--- src/hw/stp_pkg.sv ---
package stp_pkg;
  // Register word indices; byte address is four times the index
  localparam logic [9:0] IDX_CTRL = 10'h200;
  localparam logic [9:0] IDX_STAT = 10'h201;
  localparam logic [9:0] IDX_PAT = 10'h205;
  localparam logic [9:0] IDX_ID = 10'h206;
  localparam logic [9:0] IDX_EOF = 10'h207;
  // Control register fields
  localparam int CTRL_EN_BIT = 0;
  localparam int CTRL_ENC_BIT = 1;
  // Reset values
  localparam logic [1:0] RST_CTRL = 2'h0;
  localparam logic [4:0] RST_PAT = 5'h00;
  localparam logic [7:0] RST_ID = 8'h00;
  localparam logic [1:0] RST_EOF = 2'h0;
  // Pattern select codes
  localparam logic [4:0] PAT_NORMAL = 5'h00;
  localparam logic [4:0] PAT_PRBS7 = 5'h01;
  localparam logic [4:0] PAT_PRBS15 = 5'h02;
  localparam logic [4:0] PAT_PRBS23 = 5'h03;
  localparam logic [4:0] PAT_RAMP = 5'h04;
  localparam logic [4:0] PAT_TRANSPORT = 5'h05;
  localparam logic [4:0] PAT_D21_5 = 5'h06;
  localparam logic [4:0] PAT_K28_5 = 5'h07;
  localparam logic [4:0] PAT_ILA = 5'h08;
  localparam logic [4:0] PAT_RPAT = 5'h09;
  localparam logic [4:0] PAT_LOW = 5'h0A;
  localparam logic [4:0] PAT_HIGH = 5'h0B;
  localparam logic [4:0] PAT_PRBS9 = 5'h0D;
  localparam logic [4:0] PAT_PRBS31 = 5'h0E;
  localparam logic [4:0] PAT_CLOCK = 5'h0F;
  localparam logic [4:0] PAT_K28_7 = 5'h10;
  // End-of-frame select codes
  localparam logic [1:0] EOF_K28_7 = 2'h0;
  localparam logic [1:0] EOF_K28_1 = 2'h1;
  localparam logic [1:0] EOF_K28_5 = 2'h2;
  // 8b/10b characters, unencoded
  localparam logic [7:0] CH_K28_0 = 8'h1C;
  localparam logic [7:0] CH_K28_1 = 8'h3C;
  localparam logic [7:0] CH_K28_3 = 8'h7C;
  localparam logic [7:0] CH_K28_4 = 8'h9C;
  localparam logic [7:0] CH_K28_5 = 8'hBC;
  localparam logic [7:0] CH_K28_7 = 8'hFC;
  localparam logic [7:0] CH_D21_5 = 8'hB5;
  // Raw line words
  localparam logic [15:0] WORD_LOW = 16'h0000;
  localparam logic [15:0] WORD_HIGH = 16'hFFFF;
  localparam logic [15:0] WORD_CLOCK = 16'h00FF;
  localparam logic [30:0] PRBS_SEED = 31'h7FFFFFFF;
  // Sequence lengths
  localparam logic [2:0] ILA_LAST_WORD = 3'h7;
  localparam logic [1:0] ILA_ID_MF = 2'h1;
  localparam logic [2:0] RPAT_LAST = 3'h5;
  localparam logic [7:0] RAMP_STEP = 8'h02;
  // Data path
  localparam int WORD_W = 16;
  localparam int FIFO_DEPTH = 8;
  typedef enum logic [1:0] {BUS_IDLE = 2'b01, BUS_ACK = 2'b10} stp_bus_t;
endpackage : stp_pkg

--- src/hw/stp_fifo_if.sv ---
`timescale 1ns/1ps
interface stp_fifo_if #(parameter int W = 16);
  logic push_valid;
  logic push_ready;
  logic [W-1:0] push_data;
  logic pop_valid;
  logic pop_ready;
  logic [W-1:0] pop_data;
  modport buf_side (input push_valid, push_data, pop_ready,
    output push_ready, pop_valid, pop_data);
  modport user (output push_valid, push_data, pop_ready, input push_ready, pop_valid, pop_data);
endinterface : stp_fifo_if

--- src/hw/stp_fifo.sv ---
`timescale 1ns/1ps
module stp_fifo #(
  parameter int W = 16,
  parameter int D = 8
) (
  input wire logic ref_clk, // Clock
  input wire logic rst, // Synchronous reset
  stp_fifo_if.buf_side f // Push and pop sides
);
  localparam int AW = $clog2(D);
  localparam int CW = $clog2(D + 1);
  logic [W-1:0] mem_q [D];
  logic [W-1:0] mem_d [D];
  logic [AW-1:0] wp_q, wp_d, rp_q, rp_d;
  logic [CW-1:0] cnt_q, cnt_d;
  logic push, pop;

  assign f.push_ready = (cnt_q != CW'(D));
  assign f.pop_valid = (cnt_q != '0);
  assign f.pop_data = mem_q[rp_q];

  always_comb
  begin
    push = f.push_valid && f.push_ready;
    pop = f.pop_valid && f.pop_ready;
    mem_d = mem_q;
    if (push)
      mem_d[wp_q] = f.push_data;
    wp_d = push ? ((wp_q == AW'(D - 1)) ? '0 : AW'(wp_q + 1'b1)) : wp_q;
    rp_d = pop ? ((rp_q == AW'(D - 1)) ? '0 : AW'(rp_q + 1'b1)) : rp_q;
    cnt_d = CW'(cnt_q + CW'(push) - CW'(pop));
  end

  always_ff @(posedge ref_clk)
  begin
    if (rst)
    begin
      wp_q <= '0;
      rp_q <= '0;
      cnt_q <= '0;
    end
    else
    begin
      wp_q <= wp_d;
      rp_q <= rp_d;
      cnt_q <= cnt_d;
    end
  end

  always_ff @(posedge ref_clk)
  begin
    mem_q <= mem_d;
  end
endmodule : stp_fifo

--- src/hw/stp_gen.sv ---
// Chosen here: the Avalon-MM register port.
`timescale 1ns/1ps
// Notes on behaviour
// - Pattern code 0 sends lane data; 1, 2, 3 send PRBS7, PRBS15, PRBS23.
// - Code 13 sends PRBS9 and code 14 sends PRBS31.
// - Code 4 sends a ramp, code 5 the transport layer test pattern.
// - Codes 6, 7, 16 repeat D21.5, K28.5 and K28.7 on the lane.
// - Code 8 repeats the lane alignment sequence, code 9 the modified RPAT.
// - Code 10 holds the line low, code 11 holds it high.
// - Code 15 sends eight zeros then eight ones, repeating.
// - The identifier goes out in the second multiframe of the alignment sequence.
// - The first link sends the identifier, the second link sends it plus one.
// - Identifier bit 0 is forced to zero on write and read.
// - Frame-end select: 0 K28.7, 1 K28.1, 2 K28.5, 3 reserved.
// - The frame-end character replaces the last octet only when it repeats.
// - Frame-end substitution happens only in 8b/10b, never in 64b/66b.
module stp_gen (
  input wire logic ref_clk, // 250 MHz clock
  input wire logic rst, // Synchronous reset, active high
  input wire logic [11:0] avs_address, // Byte address
  input wire logic avs_read, // Read request
  input wire logic avs_write, // Write request
  input wire logic [31:0] avs_writedata, // Write data
  input wire logic [3:0] avs_byteenable, // Byte lanes
  output logic [31:0] avs_readdata, // Read data
  output logic avs_waitrequest, // Stall
  input wire logic smp_valid, // Sample word valid
  input wire logic [15:0] smp_data, // Sample word, two octets
  output logic smp_ready, // Buffer has room
  input wire logic link_b, // High on the second link
  input wire logic tx_ready, // Serializer takes a word
  output logic tx_valid, // Word on tx_data is meaningful
  output logic [15:0] tx_data, // Lane word, high octet first
  output logic [1:0] tx_k, // Control flag per octet
  output logic tx_raw // Word bypasses the line encoder
);
  stp_pkg::stp_bus_t bus_q, bus_d;
  logic [31:0] rdata_q, rdata_d;
  logic [1:0] ctrl_q, ctrl_d;
  logic [4:0] pat_q, pat_d;
  logic [7:0] ila_id_q, ila_id_d;
  logic [1:0] eof_sel_q, eof_sel_d;
  logic [7:0] rd_mux;
  logic link_enable, enc64;
  logic [7:0] tx_id;
  logic [30:0] prbs_q, prbs_d;
  logic [7:0] cnt_q, cnt_d;
  logic [1:0] mf_q, mf_d;
  logic [7:0] prev_q, prev_d;
  logic tx_valid_q, tx_valid_d;
  logic [15:0] tx_data_q, tx_data_d;
  logic [1:0] tx_k_q, tx_k_d;
  logic tx_raw_q, tx_raw_d;
  logic [46:0] pr;
  logic [9:0] plt;
  logic [15:0] w;
  logic [1:0] k;
  logic raw, ok;

  stp_fifo_if #(.W(stp_pkg::WORD_W)) fq ();

  function automatic logic [9:0] word_idx(input logic [11:0] a);
    return a[11:2];
  endfunction : word_idx

  // Shifts sixteen bits out of a Fibonacci LFSR of the given length and tap
  function automatic logic [46:0] prbs16(input logic [30:0] s, input logic [4:0] len,
                                         input logic [4:0] tap);
    logic [30:0] st;
    logic [15:0] o;
    logic fb;
    st = s;
    o = '0;
    fb = 1'b0;
    for (int i = 15; i >= 0; i--)
    begin
      fb = st[len - 5'h01] ^ st[tap - 5'h01];
      st = {st[29:0], fb};
      o[i] = fb;
    end
    return {o, st};
  endfunction : prbs16

  function automatic logic [9:0] prbs_poly(input logic [4:0] p);
    unique case (p)
      stp_pkg::PAT_PRBS7: return {5'h07, 5'h06};
      stp_pkg::PAT_PRBS9: return {5'h09, 5'h05};
      stp_pkg::PAT_PRBS15: return {5'h0F, 5'h0E};
      stp_pkg::PAT_PRBS23: return {5'h17, 5'h12};
      default: return {5'h1F, 5'h1C};
    endcase
  endfunction : prbs_poly

  function automatic logic [7:0] eof_char(input logic [1:0] sel);
    unique case (sel)
      stp_pkg::EOF_K28_1: return stp_pkg::CH_K28_1;
      stp_pkg::EOF_K28_5: return stp_pkg::CH_K28_5;
      default: return stp_pkg::CH_K28_7;
    endcase
  endfunction : eof_char

  function automatic logic [15:0] rpat_word(input logic [2:0] i);
    unique case (i)
      3'h0: return 16'hBED7;
      3'h1: return 16'h2347;
      3'h2: return 16'h6B8F;
      3'h3: return 16'hB314;
      3'h4: return 16'h5EFB;
      default: return 16'h3559;
    endcase
  endfunction : rpat_word

  assign link_enable = ctrl_q[stp_pkg::CTRL_EN_BIT];
  assign enc64 = ctrl_q[stp_pkg::CTRL_ENC_BIT];
  assign tx_id = 8'(ila_id_q + {7'h00, link_b});

  assign fq.push_valid = smp_valid;
  assign fq.push_data = smp_data;
  assign smp_ready = fq.push_ready;
  assign fq.pop_ready = link_enable && tx_ready && (pat_q == stp_pkg::PAT_NORMAL);

  stp_fifo #(.W(stp_pkg::WORD_W), .D(stp_pkg::FIFO_DEPTH)) u_fifo (
    .ref_clk(ref_clk),
    .rst(rst),
    .f(fq.buf_side)
  );

  assign avs_waitrequest = (bus_q != stp_pkg::BUS_ACK);
  assign avs_readdata = rdata_q;
  assign tx_valid = tx_valid_q;
  assign tx_data = tx_data_q;
  assign tx_k = tx_k_q;
  assign tx_raw = tx_raw_q;

  always_comb
  begin
    case (word_idx(avs_address))
      stp_pkg::IDX_CTRL: rd_mux = {6'h00, ctrl_q};
      stp_pkg::IDX_STAT: rd_mux = {4'h0, fq.pop_valid, fq.push_ready, tx_valid_q, link_enable};
      stp_pkg::IDX_PAT: rd_mux = {3'h0, pat_q};
      stp_pkg::IDX_ID: rd_mux = {ila_id_q[7:1], 1'b0};
      stp_pkg::IDX_EOF: rd_mux = {6'h00, eof_sel_q};
      default: rd_mux = 8'h00;
    endcase
  end

  always_comb
  begin
    bus_d = bus_q;
    rdata_d = rdata_q;
    ctrl_d = ctrl_q;
    pat_d = pat_q;
    ila_id_d = ila_id_q;
    eof_sel_d = eof_sel_q;
    unique case (bus_q)
      stp_pkg::BUS_IDLE:
      begin
        if (avs_read || avs_write)
        begin
          bus_d = stp_pkg::BUS_ACK;
          rdata_d = avs_read ? {24'h000000, rd_mux} : rdata_q;
        end
      end
      stp_pkg::BUS_ACK:
      begin
        bus_d = stp_pkg::BUS_IDLE;
        if (avs_write && avs_byteenable[0])
        begin
          case (word_idx(avs_address))
            stp_pkg::IDX_CTRL: ctrl_d = avs_writedata[1:0];
            stp_pkg::IDX_PAT: pat_d = avs_writedata[4:0];
            // odd value stored as next lower even
            stp_pkg::IDX_ID: ila_id_d = {avs_writedata[7:1], 1'b0};
            stp_pkg::IDX_EOF: eof_sel_d = avs_writedata[1:0];
            default: ctrl_d = ctrl_q;
          endcase
        end
      end
    endcase
  end

  always_ff @(posedge ref_clk)
  begin
    if (rst)
    begin
      bus_q <= stp_pkg::BUS_IDLE;
      rdata_q <= '0;
      ctrl_q <= stp_pkg::RST_CTRL;
      pat_q <= stp_pkg::RST_PAT;
      ila_id_q <= stp_pkg::RST_ID;
      eof_sel_q <= stp_pkg::RST_EOF;
    end
    else
    begin
      bus_q <= bus_d;
      rdata_q <= rdata_d;
      ctrl_q <= ctrl_d;
      pat_q <= pat_d;
      ila_id_q <= ila_id_d;
      eof_sel_q <= eof_sel_d;
    end
  end

  always_comb
  begin
    prbs_d = prbs_q;
    cnt_d = cnt_q;
    mf_d = mf_q;
    prev_d = prev_q;
    tx_valid_d = tx_valid_q;
    tx_data_d = tx_data_q;
    tx_k_d = tx_k_q;
    tx_raw_d = tx_raw_q;
    plt = prbs_poly(pat_q);
    pr = prbs16(prbs_q, plt[9:5], plt[4:0]);
    w = stp_pkg::WORD_LOW;
    k = 2'b00;
    raw = 1'b0;
    ok = 1'b1;
    if (!link_enable)
    begin
      prbs_d = stp_pkg::PRBS_SEED;
      cnt_d = 8'h00;
      mf_d = 2'h0;
      prev_d = 8'h00;
      tx_valid_d = 1'b0;
    end
    else if (tx_ready)
    begin
      case (pat_q)
        stp_pkg::PAT_NORMAL:
        begin
          ok = fq.pop_valid;
          w = fq.pop_data;
          if (fq.pop_valid)
            prev_d = fq.pop_data[7:0];
          // replace only a repeated last octet
          if (fq.pop_valid && !enc64 && fq.pop_data[7:0] == prev_q)
          begin
            w[7:0] = eof_char(eof_sel_q);
            k[0] = 1'b1;
          end
        end
        stp_pkg::PAT_PRBS7, stp_pkg::PAT_PRBS15, stp_pkg::PAT_PRBS23,
        stp_pkg::PAT_PRBS9, stp_pkg::PAT_PRBS31:
        begin
          w = pr[46:31];
          prbs_d = pr[30:0];
          raw = 1'b1;
        end
        stp_pkg::PAT_RAMP:
        begin
          w = {cnt_q, 8'(cnt_q + 8'h01)};
          cnt_d = 8'(cnt_q + stp_pkg::RAMP_STEP);
        end
        stp_pkg::PAT_TRANSPORT:
        begin
          w = {cnt_q, ~cnt_q};
          cnt_d = 8'(cnt_q + 8'h01);
        end
        stp_pkg::PAT_D21_5: w = {stp_pkg::CH_D21_5, stp_pkg::CH_D21_5};
        stp_pkg::PAT_K28_5:
        begin
          w = {stp_pkg::CH_K28_5, stp_pkg::CH_K28_5};
          k = 2'b11;
        end
        stp_pkg::PAT_K28_7:
        begin
          w = {stp_pkg::CH_K28_7, stp_pkg::CH_K28_7};
          k = 2'b11;
        end
        stp_pkg::PAT_ILA:
        begin
          w = {cnt_q, cnt_q};
          if (cnt_q[2:0] == 3'h0)
          begin
            w[15:8] = stp_pkg::CH_K28_0;
            k[1] = 1'b1;
            if (mf_q == stp_pkg::ILA_ID_MF)
            begin
              w[7:0] = stp_pkg::CH_K28_4;
              k[0] = 1'b1;
            end
          end
          else if (mf_q == stp_pkg::ILA_ID_MF && cnt_q[2:0] == 3'h1)
            w = {tx_id, 8'h00};
          else if (cnt_q[2:0] == stp_pkg::ILA_LAST_WORD)
          begin
            w[7:0] = stp_pkg::CH_K28_3;
            k[0] = 1'b1;
          end
          cnt_d = 8'(cnt_q + 8'h01);
          if (cnt_q[2:0] == stp_pkg::ILA_LAST_WORD)
            mf_d = 2'(mf_q + 2'h1);
        end
        stp_pkg::PAT_RPAT:
        begin
          w = rpat_word(cnt_q[2:0]);
          cnt_d = (cnt_q[2:0] == stp_pkg::RPAT_LAST) ? 8'h00 : 8'(cnt_q + 8'h01);
        end
        stp_pkg::PAT_LOW: raw = 1'b1;
        stp_pkg::PAT_HIGH:
        begin
          w = stp_pkg::WORD_HIGH;
          raw = 1'b1;
        end
        stp_pkg::PAT_CLOCK:
        begin
          w = stp_pkg::WORD_CLOCK;
          raw = 1'b1;
        end
        default: ok = 1'b0;
      endcase
      tx_valid_d = ok;
      tx_data_d = w;
      tx_k_d = k;
      tx_raw_d = raw;
    end
  end

  always_ff @(posedge ref_clk)
  begin
    if (rst)
    begin
      prbs_q <= stp_pkg::PRBS_SEED;
      cnt_q <= 8'h00;
      mf_q <= 2'h0;
      prev_q <= 8'h00;
      tx_valid_q <= 1'b0;
      tx_data_q <= 16'h0000;
      tx_k_q <= 2'b00;
      tx_raw_q <= 1'b0;
    end
    else
    begin
      prbs_q <= prbs_d;
      cnt_q <= cnt_d;
      mf_q <= mf_d;
      prev_q <= prev_d;
      tx_valid_q <= tx_valid_d;
      tx_data_q <= tx_data_d;
      tx_k_q <= tx_k_d;
      tx_raw_q <= tx_raw_d;
    end
  end
endmodule : stp_gen

--- config.mk ---
export PLATFORM = sky130hd
export DESIGN_NAME = stp_gen
export DESIGN_NICKNAME = d
export VERILOG_FILES = /design/src/hw/stp_pkg.sv /design/src/hw/stp_fifo_if.sv /design/src/hw/stp_fifo.sv /design/src/hw/stp_gen.sv
export SDC_FILE = /design/constraint.sdc
export NUM_CORES = 1
export LEC_CHECK = 0
export ABC_AREA = 1
export BUFFER_PORTS_ARGS = -buffer_cell sky130_fd_sc_hd__buf_2
export CORE_ASPECT_RATIO = 1.4
export CORE_UTILIZATION = 50
export DETAILED_ROUTE_END_ITERATION = 8
export MAX_ROUTING_LAYER = met4
export PLACE_DENSITY = 0.72
export SYNTH_ARGS = -nofsm -noshare
export SYNTH_HDL_FRONTEND = slang
export SYNTH_SLANG_ARGS = --single-unit
--- constraint.sdc ---
create_clock -name ref_clk -period 14 [get_ports ref_clk]
set_input_delay 0.7 -clock ref_clk [delete_from_list [all_inputs] [get_ports ref_clk]]
set_output_delay 0.7 -clock ref_clk [all_outputs]
set_load 0.005 [all_outputs]
# After elaboration in Yosys (flattened, before gate mapping)
# Cells that the tools add are included.
dict set report op_classes {
  n_addsub 10
  magnitude_cmp 5
  eq_ne 37
  muxes 97
  n_bitwise 20
  n_reduce_logical 31
}
# operator count
set op_table {}
lappend op_table {{$pmux W16 S11} 1}
lappend op_table {{$bmux W1 S5} 32}
lappend op_table {{$bwmux W128} 1}
lappend op_table {{$pmux W16 S5} 1}
lappend op_table {{$mux W16} 4}
lappend op_table {{$eq A10 B10 Y1 const B} 5}
lappend op_table {{$bmux W16 S3} 1}
lappend op_table {{$demux W16 S3} 1}
lappend op_table {{$mux W8} 6}
lappend op_table {{$pmux W10 S4} 1}
lappend op_table {{$pmux W8 S5} 1}
lappend op_table {{$mux W1} 39}
lappend op_table {{$eq A5 B4 Y1 const B} 7}
lappend op_table {{$pmux W8 S3} 1}
lappend op_table {{$reduce_and A3 Y1} 7}
lappend op_table {{$eq A5 B3 Y1 const B} 4}
lappend op_table {{$pmux W8 S2} 1}
lappend op_table {{$xor A1 B1 Y1} 16}
lappend op_table {{$eq A3 B3 Y1 const B} 5}
lappend op_table {{$reduce_or A15 Y1} 1}
lappend op_table {{$lt A5 B6 Y1 const B} 2}
lappend op_table {{$eq A5 B2 Y1 const B} 2}
lappend op_table {{$sub A5 B1 Y5 const B} 2}
lappend op_table {{$logic_and A1 B1 Y1} 9}
lappend op_table {{36 further kinds} 50}
dict set report totals {
  register_bits 233
  inputBits 71
  output_inout_bits 54
  wordCells 225
}

# Longest topological paths before layout
# Gate-level depths: netlist of the first run.
dict set report depth {
  ltp_word 52
  mapped_depth 104
  depth_no_buf 103
}

# By module
# A second synthesis of the first run with hierarchy kept.
dict set report hier_totals {
  hier_cells 2074
  hier_area_um2 14959.3
}
# mod instances cells_per_inst area_per_inst_um2 seq_area_each_um2
set by_module_without_submodules {}
lappend by_module_without_submodules {stp_gen 1 1425 8663.3 1901.8}
lappend by_module_without_submodules {stp_fifo 1 649 6296.0 4043.9}

# Worst setup path after synthesis of the first run
# No wires, ideal clock.
dict set report synth_timing {
  kind {reg2reg}
  startpoint {reg pat_q[1]}
  endpoint {reg tx_data_q[0], in the netlist tx_data[0]}
  setup_time_ps 128
  arrival_ps 6621
  required_ps 13872
  slack_ps 7251
  stages_incl_launch_ff 100
  path_buffers 2
  synth_period_minus_slack_ps 6749
  cell_sequence {dfxtp_1 inv_2 nand2_4 nand3_4 nand2_4 buf_8 nand2_4 buf_6 nand2_2 nand2_1 nand2_2 nand3_1 nand3_2 nand3_2 nand3_2 nand3_2 nand2_1 nand2_1 [... 64 more ...] nand2_1 nand2_1 nand3_1 nand3_1 nand2_1 nand2_1 nand2_1 nand2_1 nand2_1 nand3_1 nand2_1 nand2_1 nand2_1 nand3_1 nand3_1 nand2_1 nand2_1 a21oi_2}
}
dict set report synth_via {
  elab_chain_cells 52
  word_cells_on_any_way 100
  classes_between {add/sub (2); eq/ne (14); mux (66); bitwise (16); reduce/logical (2)}
}
# item line_no
set synth_lines {}
lappend synth_lines {{from (decl)} stp_gen.sv:40} ;# logic [4:0] pat_q, pat_d;
lappend synth_lines {{from (signal assigned)} stp_gen.sv:189} ;# pat_q <= stp_pkg::RST_PAT;
lappend synth_lines {{from (signal assigned)} stp_gen.sv:198} ;# pat_q <= pat_d;
lappend synth_lines {{$eq A5 B2 Y1, or another cell as far along} {stp_gen.sv:85, stp_gen.sv:230}}
lappend synth_lines {{$pmux W10 S4} stp_gen.sv:85} ;# unique case (p)
lappend synth_lines {{$sub A5 B1 Y5} stp_gen.sv:77} ;# fb = st[len - 5'h01] ^ st[tap - 5'h01];
lappend synth_lines {{$bmux W1 S5} stp_gen.sv:77}
lappend synth_lines {{$mux W1 (not written as such)} stp_gen.sv:77}
lappend synth_lines {{$xor A1 B1 Y1} stp_gen.sv:77}
lappend synth_lines {{$bmux W1 S5} stp_gen.sv:77}
lappend synth_lines {{$mux W1 (not written as such)} stp_gen.sv:77}
lappend synth_lines {{[... 36 more ...]} --}
lappend synth_lines {{$xor A1 B1 Y1} stp_gen.sv:77}
lappend synth_lines {{$bmux W1 S5} stp_gen.sv:77}
lappend synth_lines {{$mux W1 (not written as such)} stp_gen.sv:77}
lappend synth_lines {{$xor A1 B1 Y1} stp_gen.sv:77}
lappend synth_lines {{$bmux W1 S5} stp_gen.sv:77}
lappend synth_lines {{$mux W1 (not written as such)} stp_gen.sv:77}
lappend synth_lines {{$xor A1 B1 Y1} stp_gen.sv:77}
lappend synth_lines {{$pmux W16 S11 (*)} stp_gen.sv:230} ;# case (pat_q)
lappend synth_lines {{to (signal assigned)} stp_gen.sv:341} ;# tx_data_q <= tx_data_d;
lappend synth_lines {{to (decl)} stp_gen.sv:51} ;# logic [15:0] tx_data_q, tx_data_d;
# Every way passes the cells marked *; elsewhere a longest branch is shown, timed or not. The select of a mux whose other input is x is not followed.
# A chain may end at the register's enable or synchronous reset.

# Worst setup path in the final report of the first run
dict set report layout_timing {
  startpoint {reg pat_q[0]}
  endpoint {reg tx_data_q[0], in the netlist tx_data[0]}
}
# The elaborated chain is that of the path after synthesis.

==> run_results.csv, run 1 <==
group,metric,value,unit
run_status,status,"finished clean",
die,die_w,142,microns
die,boundaryPins,125,
detailed_routing,post_drt_via_cell_ratio,5.90,
clock_network,cts_max_path_buffers,3,
synth,netlist-cell-type-count,60,
synth,avgSynthCellArea,7.84,sq um
clock_network,cts.repair.resized,0,
die,die_h,197,microns
synth,yosys_warnings,0,
detailed_routing,wl_per_cell,20.8,microns
synth,syn-cell-area,13600,sq um
clock_network,cts.clk_slew.worst_paths,0.06,ns
die,initial_core_util,0.509,
final_layout,nets,1859,
clock_network,cts_made_buffers,23,
setup_path,crit_fanout,47,
timing,rsz0062_at_grt,"no",
clock_network,cts_setup_buffers,0,
power_and_ir_drop,power_leakage,5.96,nW
placed_design,place_congestion,1.06,
setup_path,max_stage_delay,0.68,ns
timing,setup_ws,3.21,ns
clock_network,worstSkewPairLatency,0.53,ns
clock_network,clock_sinks,233,
grt,grt_overflow,0,
grt,grt_pass1_wl,67400,microns
die,die_area,28000,sq um
detailed_routing,drtAntennaViolNets,0,
power_and_ir_drop,power,1.47,mW
detailed_routing,firstDrtPassIters,7,
placed_design,io_buffer_count,71,
detailed_routing,wl_met2,22300,microns
grt,antenna_found_initial,1,
clock_network,postCtsHoldBufs,0,
setup_path,cp_slowest_cell,"inv_2",
clock_network,tritoncts,"done",
setup_path,arrival,11.23,ns
synth,synth_top_area_share,0.282,
detailed_routing,drc,0,
timing,setup_violations,0,
final_layout,nFillCells,2587,
placed_design,pre_cts_ws,3.50,ns
placed_design,dp_hpwl,31400,microns
final_layout,multi_input_area,6330,sq um
setup_path,critPathCaptureType,"flip-flop",
detailed_routing,routed_wl,44600,microns
die,num_rows,71,
grt,grt_pass1_vias,12000,
synth,ys_seq_area_frac,0.436,
synth,ys_seq_elements,233,
hold_path,hp-class,"primary input to flip-flop",
final_layout,regArea,5950,sq um
final_layout,final_common_cell,"nand2_1",
synth,dominantRegCellSynth,"edfxtp_1",
clock_network,cts_root_buffer,"clkbuf_16",
final_layout,syn_to_final_growth,7.29,%
setup_path,path_class,"flip-flop to flip-flop",
setup_path,worst-endpoint-required,14.44,ns
timing,worstMarginPinSlew,1.28,ns
timing,fmax,92.7,MHz
final_layout,design_area,14600,sq um
synth,netlist_instances,1741,
final_layout,layout_common_cells,"nand2_1 (331), o21ai_0 (205), nor2_1 (184), inv_1 (173), a21oi_1 (132)",
setup_path,cpMostUsedCell,"nand2_1",
clock_network,cts.htree.levels,1,
timing,fin_crit,10.79,ns
grt,grt_max_degree,62,
synth,synth_area_leaders,"edfxtp_1 (28%), dfxtp_1 (15%), nand2_1 (9.1%)",
placed_design,dpl-instance-area,14000,sq um
timing,final-max-slew-violation-count,0,
timing,tns,0,ns
synth,synth_edf_count,128,
synth,async_flop_share,0,
detailed_routing,routed.top_layer,"met4",
final_layout,drive_gt1_frac,0.110,
final_layout,post-route-util,0.546,
power_and_ir_drop,p_per_area,100,nW/um^2
flow_run,cap_violations,0,
setup_path,cp-start-kind,"flip-flop",
detailed_routing,drt-met1-wl,15700,microns
timing,relSlewSlack,0.125,
detailed_routing,drt_iter0_markers,944,
detailed_routing,met3_length,2750,microns
timing,clock-skew-final,0.0213,ns
timing,period_share,0.770,
detailed_routing,num_vias,12700,
die,coreArea,26800,sq um
timing,hold_violations,0,
synth,synth_area_leader_cell,"edfxtp_1",
grt,grtUsageTotal,0.330,
power_and_ir_drop,irDropWorstVdd,112,uV
-- through the flow --
| step | std cells | hold WS, ns |
|---|---|---|
| after detailed placement | 2107 | 0.453 |
| after floorplan | 1764 | 0.429 |
| after CTS | 2146 | 0.430 |
| final | 2147 | 0.443 |
| after global routing | 2147 | 0.435 |
| after global placement | 2107 | 0.443 |
-- report_power, final --
group | leakage (nW) | switching, mW | internal [mW]
registers | 2.01 | 0.00825 | 0.751
clock network | 0.320 | 0.261 | 0.318
logic | 3.63 | 0.0890 | 0.0378
-- Yosys cell counts, drive strengths merged (3+ instances only) --
| master | instances |
|---|---|
| inv | 182 |
| clkbuf | 57 |
| o311ai | 5 |
| o22ai | 27 |
| a2111oi | 4 |
| nand2 | 350 |
| nor3 | 14 |
| xnor2 | 4 |
| nor4 | 3 |
| nand4 | 3 |
| a22oi | 4 |
| ha | 20 |
| or2 | 7 |
| buf | 57 |
| a21oi | 135 |
| a32oi | 7 |
| a221oi | 4 |
| o221ai | 17 |
| a31oi | 11 |
| o2111ai | 8 |
| dfxtp | 105 |
| o211ai | 38 |
| o21ai | 207 |
| clkinv | 3 |
| a211oi | 10 |
| nor2 | 188 |
| xor2 | 7 |
| o31ai | 5 |
| nand3 | 110 |
| edfxtp | 128 |
| o21a | 4 |
-- logic make-up after synthesis --
group	after synthesis	synth area share
buf+inv	301	0.107
xor+xnor	11	0.00706
fa+ha+maj	21	0.0198
other cells	1	0.000275
compound gates	498	0.214
simple gates	676	0.216
flops	233	0.436
-- path summary, 6_finish.rpt --
kind                                          end         from  cells past startpoint  slack, ns
worst max register to register         tx_data[0]     pat_q[0]                    101       3.21
worst max-delay path                   tx_data[0]     pat_q[0]                    101       3.21
worst min-delay path            u_fifo.mem_q[120]  smp_data[8]                      1       0.44
worst min register to register         tx_data[3]   tx_data[3]                      2       0.46
-- flip-flops by register name (all words and copies together), names as in the netlist, 3 cells and up --
name          flops
prbs_q           31
pat_q             5
cnt_q             8
u_fifo.rp_q       3
u_fifo.mem_q    128
u_fifo.cnt_q      4
ila_id_q          7
prev_q            8
avs_readdata      8
tx_data          16
u_fifo.wp_q       3
-- routing by layer --
metal	track usage	vias to the layer above
met3	0.0359	198
met4	0.247	0
met1	0.344	5925
met5	-	-
li1	-	5984
met2	0.575	551
-- critical path, delay by kind of cell, from the launching register on --
| kind | cells | cell delay (ns) |
|---|---|---|
| buf+inv | 4 | 1.14 |
| compound gates | 1 | 0.13 |
| flops | 1 | 0.43 |
| simple gates | 96 | 8.92 |
-- layout make-up --
class | count | area share
antenna | 1 | 0.000171
clock buffer | 26 | 0.0401
clock inverter | 13 | 0.00641
inverter | 185 | 0.0474
multi-input combinational | 1230 | 0.432
sequential | 233 | 0.406
tap | 365 | 0.0312
timing repair buffer | 94 | 0.0361
No activity file was read; power rests on OpenSTA's default activity.
==> run 2, diff against run 1 <==
--- a/config.mk
+++ b/config.mk
@@ -5,7 +5,7 @@
 export SDC_FILE = /design/constraint.sdc
 export NUM_CORES = 1
 export LEC_CHECK = 0
-export ABC_AREA = 1
+export ABC_AREA = 0
 export BUFFER_PORTS_ARGS = -buffer_cell sky130_fd_sc_hd__buf_2
 export CORE_ASPECT_RATIO = 1.4
 export CORE_UTILIZATION = 50
==> constraint.sdc (replaced) <==
create_clock -name ref_clk -period 10.11 [get_ports ref_clk]
set_input_delay 0.5055 -clock ref_clk [delete_from_list [all_inputs] [get_ports ref_clk]]
set_output_delay 0.5055 -clock ref_clk [all_outputs]
set_load 0.005 [all_outputs]
==> run 2 against run 1 <==
The run now ends with DRC left. Total power increased by 40%. Worst hold slack lost 0.21 ns. Flip-flop and latch count is the same. Core utilization rose by 1.8 points. Clock power grew 48%. Final cell count shrank 20%. Die area is 4.5% lower. Critical path type unchanged. Largest cell class unchanged. Largest power group unchanged.
==> run_results.csv, run 2 <==
group,metric,value,unit
synth,synth_top_area_share,0.295,
final_layout,final_common_cell,"nand2_1",
clock_network,postCtsHoldBufs,0,
die,boundaryPins,125,
final_layout,syn_to_final_growth,10.1,%
placed_design,placed_cells,1668,
timing,clock-skew-final,0.0237,ns
detailed_routing,routed_wl,42000,microns
clock_network,cts_made_buffers,24,
die,initial_core_util,0.511,
power_and_ir_drop,swShare,0.235,
power_and_ir_drop,seq_power_share,0.508,
placed_design,dpl-instance-area,13600,sq um
power_and_ir_drop,power,2.05,mW
detailed_routing,post_drt_via_cell_ratio,6.39,
final_layout,top_register,"u_fifo.mem_q",
power_and_ir_drop,irDropWorstVdd,180,uV
synth,synth_most_common_cell,"nand2_1",
placed_design,dp_hpwl,29700,microns
power_and_ir_drop,p_switching,0.481,mW
clock_network,worstSkewPairLatency,0.52,ns
final_layout,drive_gt1_frac,0.145,
synth,yosys_warnings,0,
grt,antenna_found_initial,0,
grt,grtUsageTotal,0.327,
final_layout,design_area,14300,sq um
setup_path,crit_fanout,39,
setup_path,critPathCaptureType,"flip-flop",
final_layout,nets,1467,
clock_network,cts_max_path_buffers,3,
synth,async_flop_share,0,
final_layout,layout_common_cells,"nand2_1 (150), nor2_1 (141), edfxtp_1 (128), dfxtp_1 (104), a21oi_1 (92)",
clock_network,cts_root_buffer,"clkbuf_16",
power_and_ir_drop,power_leakage,5.35,nW
timing,worstMarginPinSlew,1.07,ns
grt,grt_overflow,0,
setup_path,arrival,5.67,ns
timing,final-max-slew-violation-count,0,
synth,syn-cell-area,13000,sq um
synth,avgSynthCellArea,9.72,sq um
final_layout,diodes,0,
clock_network,tritoncts,"done",
synth,ys_seq_area_frac,0.456,
grt,grt_max_degree,57,
final_layout,instances_no_fill,1712,
detailed_routing,drt_iter0_markers,790,
timing,rsz0062_at_grt,"no",
run_status,violations,"DRC",
synth,synth_area_leaders,"edfxtp_1 (30%), dfxtp_1 (16%), mux4_2 (5.5%)",
grt,grt_pass1_vias,10600,
setup_path,cp-start-kind,"flip-flop",
synth,synth_edf_count,128,
final_layout,nFillCells,2174,
timing,tns,0,ns
hold_path,hp-class,"primary input to flip-flop",
power_and_ir_drop,p_per_area,143,nW/um^2
setup_path,worst-endpoint-required,10.48,ns
placed_design,place_congestion,1.07,
run_status,status,"finished, violations left",
clock_network,cts_setup_buffers,0,
timing,fin_crit,5.30,ns
clock_network,clock_sinks,233,
timing,fmax,189,MHz
die,die_area,26700,sq um
timing,relSlewSlack,0.285,
synth,ys_seq_elements,233,
synth,ys_top_cells_by_count,"nand2_1 (150), nor2_1 (142), edfxtp_1 (128)",
synth,synth_area_leader_cell,"edfxtp_1",
final_layout,largest_register_ffs,128,
power_and_ir_drop,pwr-share-clk,0.418,
timing,setup_violations,0,
flow_run,cap_violations,0,
clock_network,cts.clk_slew.worst_paths,0.07,ns
clock_network,cts.htree.levels,1,
detailed_routing,firstDrtPassIters,7,
power_and_ir_drop,combPwrFrac,0.075,
die,die_h,193,microns
detailed_routing,drtAntennaViolNets,0,
detailed_routing,wl_per_cell,24.5,microns
die,num_rows,69,
setup_path,r2r_slack,4.81,ns
placed_design,io_buffer_count,71,
power_and_ir_drop,internal_power,1.57,mW
die,coreArea,25500,sq um
synth,dominantRegCellSynth,"edfxtp_1",
timing,period_share,0.524,
timing,hold_violations,0,
clock_network,cts.repair.resized,0,
detailed_routing,num_vias,10900,
setup_path,path_class,"flip-flop to flip-flop",
synth,netlist-cell-type-count,86,
detailed_routing,drc,4,
synth,netlist_instances,1340,
die,die_w,138,microns
grt,grt_pass1_wl,63400,microns
==> run 2: changes by cell type after synthesis, sizes merged, moves of 42 or more <==
cell,before,now
a21oi,135,93
nor2,188,143
nand2,350,150
o21ai,207,73
nand3,110,48
inv,182,27
mux2i,0,55
==> run 2: metal layers <==
metal	wire length, microns	share of wire	GRT usage	vias up
met4	3000	0.071	0.216	0
met3	2480	0.059	0.0338	162
met1	15200	0.36	0.349	5274
met5	0	0	-	-
li1	-	-	-	5019
met2	21300	0.51	0.584	487
==> run 2: critical path: stages (launching register included) <==
cell and delay, ns:
dfxtp_1 0.32, buf_4 0.44, inv_1 0.54, a22oi_2 0.28
buf_4 0.39, a311o_1 0.19, nand4_1 0.22, xnor2_1 0.76
o221ai_1 0.35, a211oi_1 0.44, nor3_1 0.12, nor2_1 0.64
o221ai_1 0.19, a22oi_1 0.20, nor2_1 0.05
==> run 2: final timing paths <==
path / from / to / depth (start not counted)
worst max-delay path: pat_q[4] / tx_data[8] / 14
worst min-delay path: avs_writedata[5] / ila_id_q[5] / 3
worst min register to register: avs_readdata[6] / avs_readdata[6] / 2
worst max register to register: pat_q[4] / tx_data[8] / 14
==> run 2: cells by family (layout without fill, tap and decap cells) <==
family,count (synthesis),after routing,synth area share
and+or+nand+nor,467,467,0.167
adders and majority gates,21,21,0.0207
AOI/OAI and AO/OA,340,340,0.173
other,1,24,0.000288
buffers and inverters,145,175,0.0522
muxes,90,90,0.100
xor gates and xnor gates,43,43,0.0295
DFF,233,233,0.456
==> run 2: layout make-up <==
cell class	instances	area [sq um]	area share
clock buffer	28	637	0.0444
timing repair buffer	103	596	0.0415
sequential	233	5950	0.415
multi-input combinational	985	6540	0.456
inverter	28	105	0.00733
clock inverter	16	125	0.00872
tap	319	399	0.0278
==> run 2: power groups by stage <==
stage	Combinational, mW	Clock (mW)	Sequential [mW]
2_1_floorplan	0.105	0	1.06
5_1_grt	0.169	0.905	1.04
4_1_cts	0.154	0.872	1.04
3_3_place_gp	0.149	0	1.06
3_5_place_dp	0.152	0	1.06
6_report	0.153	0.856	1.04
==> run 2: stage by stage <==
stage	setup slack (ns)	utilization	hold slack, ns
6_report	4.81	0.563	0.231
5_1_grt	4.66	0.563	0.220
4_1_cts	5.06	0.563	0.215
3_5_place_dp	5.07	0.533	0.445
3_3_place_gp	5.09	0.533	0.441
2_1_floorplan	6.87	-	0.434
==> run 3, diff against run 2 <==
--- a/config.mk
+++ b/config.mk
@@ -11,7 +11,7 @@
 export CORE_UTILIZATION = 50
 export DETAILED_ROUTE_END_ITERATION = 8
 export MAX_ROUTING_LAYER = met4
-export PLACE_DENSITY = 0.72
+export PLACE_DENSITY = 0.75
 export SYNTH_ARGS = -nofsm -noshare
 export SYNTH_HDL_FRONTEND = slang
 export SYNTH_SLANG_ARGS = --single-unit
==> constraint.sdc (replaced) <==
create_clock -name ref_clk -period 4.45 [get_ports ref_clk]
set_input_delay 0.2225 -clock ref_clk [delete_from_list [all_inputs] [get_ports ref_clk]]
set_output_delay 0.2225 -clock ref_clk [all_outputs]
set_load 0.005 [all_outputs]
==> run 3 against run 2 <==
The flow still finishes with violations (DRC). Register-to-register slack got worse by 4.5 ns. Sequential power increased by 130%. Count of clock-buffer cells in the layout up 1. Final cell count is 4.2% higher. Maximum frequency increased by 28%. Total power is 140% higher. First-iteration DRC count grew 7.3%. Critical path depth unchanged.
==> run_results.csv, run 3 (synthesis gave the netlist of run 2 again) <==
group,metric,value,unit
setup_path,rr_worst_depth,14,
final_layout,regArea,5950,sq um
setup_path,crit_fanout,12,
grt,top_usage_layer,"met2",
power_and_ir_drop,combPwrFrac,0.077,
final_layout,final_common_cell,"nand2_1",
final_layout,instances_no_fill,1784,
die,initial_core_util,0.511,
timing,setup_ws,0.296,ns
clock_network,tritoncts,"done",
clock_network,cts.clk_slew.worst_paths,0.06,ns
setup_path,r2r_end,"tx_data[3]",
grt,antenna_found_initial,1,
clock_network,cts.htree.levels,1,
clock_network,worstSkewPairLatency,0.54,ns
die,boundaryPins,125,
detailed_routing,drc,6,
clock_network,cts_max_path_buffers,3,
timing,clock-skew-final,0.0160,ns
placed_design,place_congestion,1.06,
detailed_routing,drt_iter0_markers,848,
hold_path,hp-class,"primary input to flip-flop",
power_and_ir_drop,pwr-share-clk,0.436,
detailed_routing,firstDrtPassIters,9,
final_layout,drive_gt1_frac,0.171,
setup_path,r2r-start,"pat_q[2]",
detailed_routing,post_drt_via_cell_ratio,6.33,
timing,rsz0062_at_grt,"no",
timing,hold_violations,0,
final_layout,largest_register_ffs,128,
clock_network,cts_root_buffer,"clkbuf_16",
grt,grt_pass1_vias,11200,
power_and_ir_drop,irDropWorstVdd,412,uV
clock_network,cts_made_buffers,24,
setup_path,path_class,"flip-flop to flip-flop",
power_and_ir_drop,seq_power_share,0.487,
power_and_ir_drop,power_leakage,5.71,nW
timing,fin_crit,4.15,ns
grt,met3_usage,0.0608,
grt,grt_pass1_wl,69100,microns
final_layout,nets,1538,
clock_network,clock_sinks,233,
placed_design,placed_cells,1715,
run_status,violations,"DRC",
die,die_area,26700,sq um
setup_path,cp-start-kind,"flip-flop",
power_and_ir_drop,swShare,0.236,
final_layout,post-route-util,0.589,
setup_path,critPathCaptureType,"flip-flop",
grt,grt_max_degree,48,
die,coreArea,25500,sq um
final_layout,multi_input_area,6540,sq um
timing,tns,0,ns
timing,setup_violations,0,
placed_design,io_buffer_count,71,
detailed_routing,num_vias,11300,
flow_run,cap_violations,0,
grt,grt_overflow,0,
timing,worstMarginPinSlew,1.06,ns
timing,fmax,241,MHz
power_and_ir_drop,p_per_area,324,nW/um^2
power_and_ir_drop,power,4.87,mW
detailed_routing,drtAntennaViolNets,0,
hold_path,whs_endpoint,"tx_data[5]",
placed_design,pre_cts_ws,0.330,ns
final_layout,nFillCells,2117,
setup_path,arrival,4.54,ns
power_and_ir_drop,internal_power,3.72,mW
detailed_routing,routed_wl,45700,microns
setup_path,r2r_slack,0.30,ns
timing,period_share,0.933,
final_layout,layout_common_cells,"nand2_1 (150), nor2_1 (142), edfxtp_1 (128), dfxtp_1 (104), a21oi_1 (92)",
die,num_rows,69,
placed_design,dpl-instance-area,13900,sq um
grt,grtUsageMet2,0.644,
timing,holdWs,0.0428,ns
detailed_routing,wl_per_cell,25.6,microns
die,die_w,138,microns
final_layout,syn_to_final_growth,15.2,%
power_and_ir_drop,p_switching,1.15,mW
final_layout,top_register,"u_fifo.mem_q",
run_status,status,"finished, violations left",
setup_path,worst-endpoint-required,4.84,ns
grt,grtUsageTotal,0.361,
timing,final-max-slew-violation-count,0,
hold_path,hold_path_depth,2,
die,die_h,193,microns
final_layout,design_area,15000,sq um
placed_design,dp_hpwl,33600,microns
grt,gr-usage-met1,0.354,
timing,relSlewSlack,0.289,
hold_path,holdCritStartpoint,"rst",
## run 3: cell count changes in the layout (fill, tap and decap cells not counted), moves of 2 or more
cell,delta
clkinv_4,+2
clkinvlp_2,-2
clkinvlp_4,+2
bufinv_16,+2
dlygate4sd3_1,+24
buf_4,+47
clkinv_1,-3
## run 3: area by class of cell
type	instances	share of cell area
antenna	1	0.000167
clock buffer	29	0.0433
clock inverter	15	0.0122
inverter	28	0.00700
multi-input combinational	985	0.435
sequential	233	0.396
tap	319	0.0266
timing repair buffer	174	0.0792
## run 3: worst max path at each step
stage,cells past startpoint,start,end
2_1_floorplan,14,pat_q[2],tx_data[1]
3_3_place_gp,14,pat_q[2],tx_data[3]
3_5_place_dp,14,pat_q[2],tx_data[3]
4_1_cts,14,pat_q[2],tx_data[3]
5_1_grt,14,pat_q[2],tx_data[3]
6_report,14,pat_q[2],tx_data[3]
## run 3: metal layers
layer,share of wire,vias to the layer above
li1,-,5165
met1,0.34,5399
met2,0.51,501
met3,0.061,222
met4,0.083,0
met5,0,-
## run 3: power groups by stage
stage | sequential, mW | combinational (mW) | clock, mW
after global placement | 2.40 | 0.342 | 0
final | 2.37 | 0.376 | 2.12
after detailed placement | 2.41 | 0.356 | 0
after CTS | 2.37 | 0.376 | 2.14
after floorplan | 2.40 | 0.239 | 0
after global routing | 2.37 | 0.420 | 2.22
## run 3: what timing repair did
| item | CTS | global route |
|---|---|---|
| endpoints found under the setup margin | 0 | 0 |
| hold endpoints to repair | 144 | 0 |
| setup buffers | 0 | 0 |
| hold buffers | 24 | 0 |
| resized for setup | 0 | 0 |
## run 3: critical path: stages (launching register included)
cell and delay [ns]:
dfxtp_1 0.62, and4b_1 0.34, buf_4 0.22, nand2_1 0.25, a31oi_1 0.46, mux2i_1 0.27
mux2i_1 0.30, a31oi_1 0.20, xnor2_1 0.28, o22ai_1 0.13, a21oi_1 0.17, nor4_1 0.08
nor4b_1 0.43, buf_4 0.19, o31ai_1 0.05
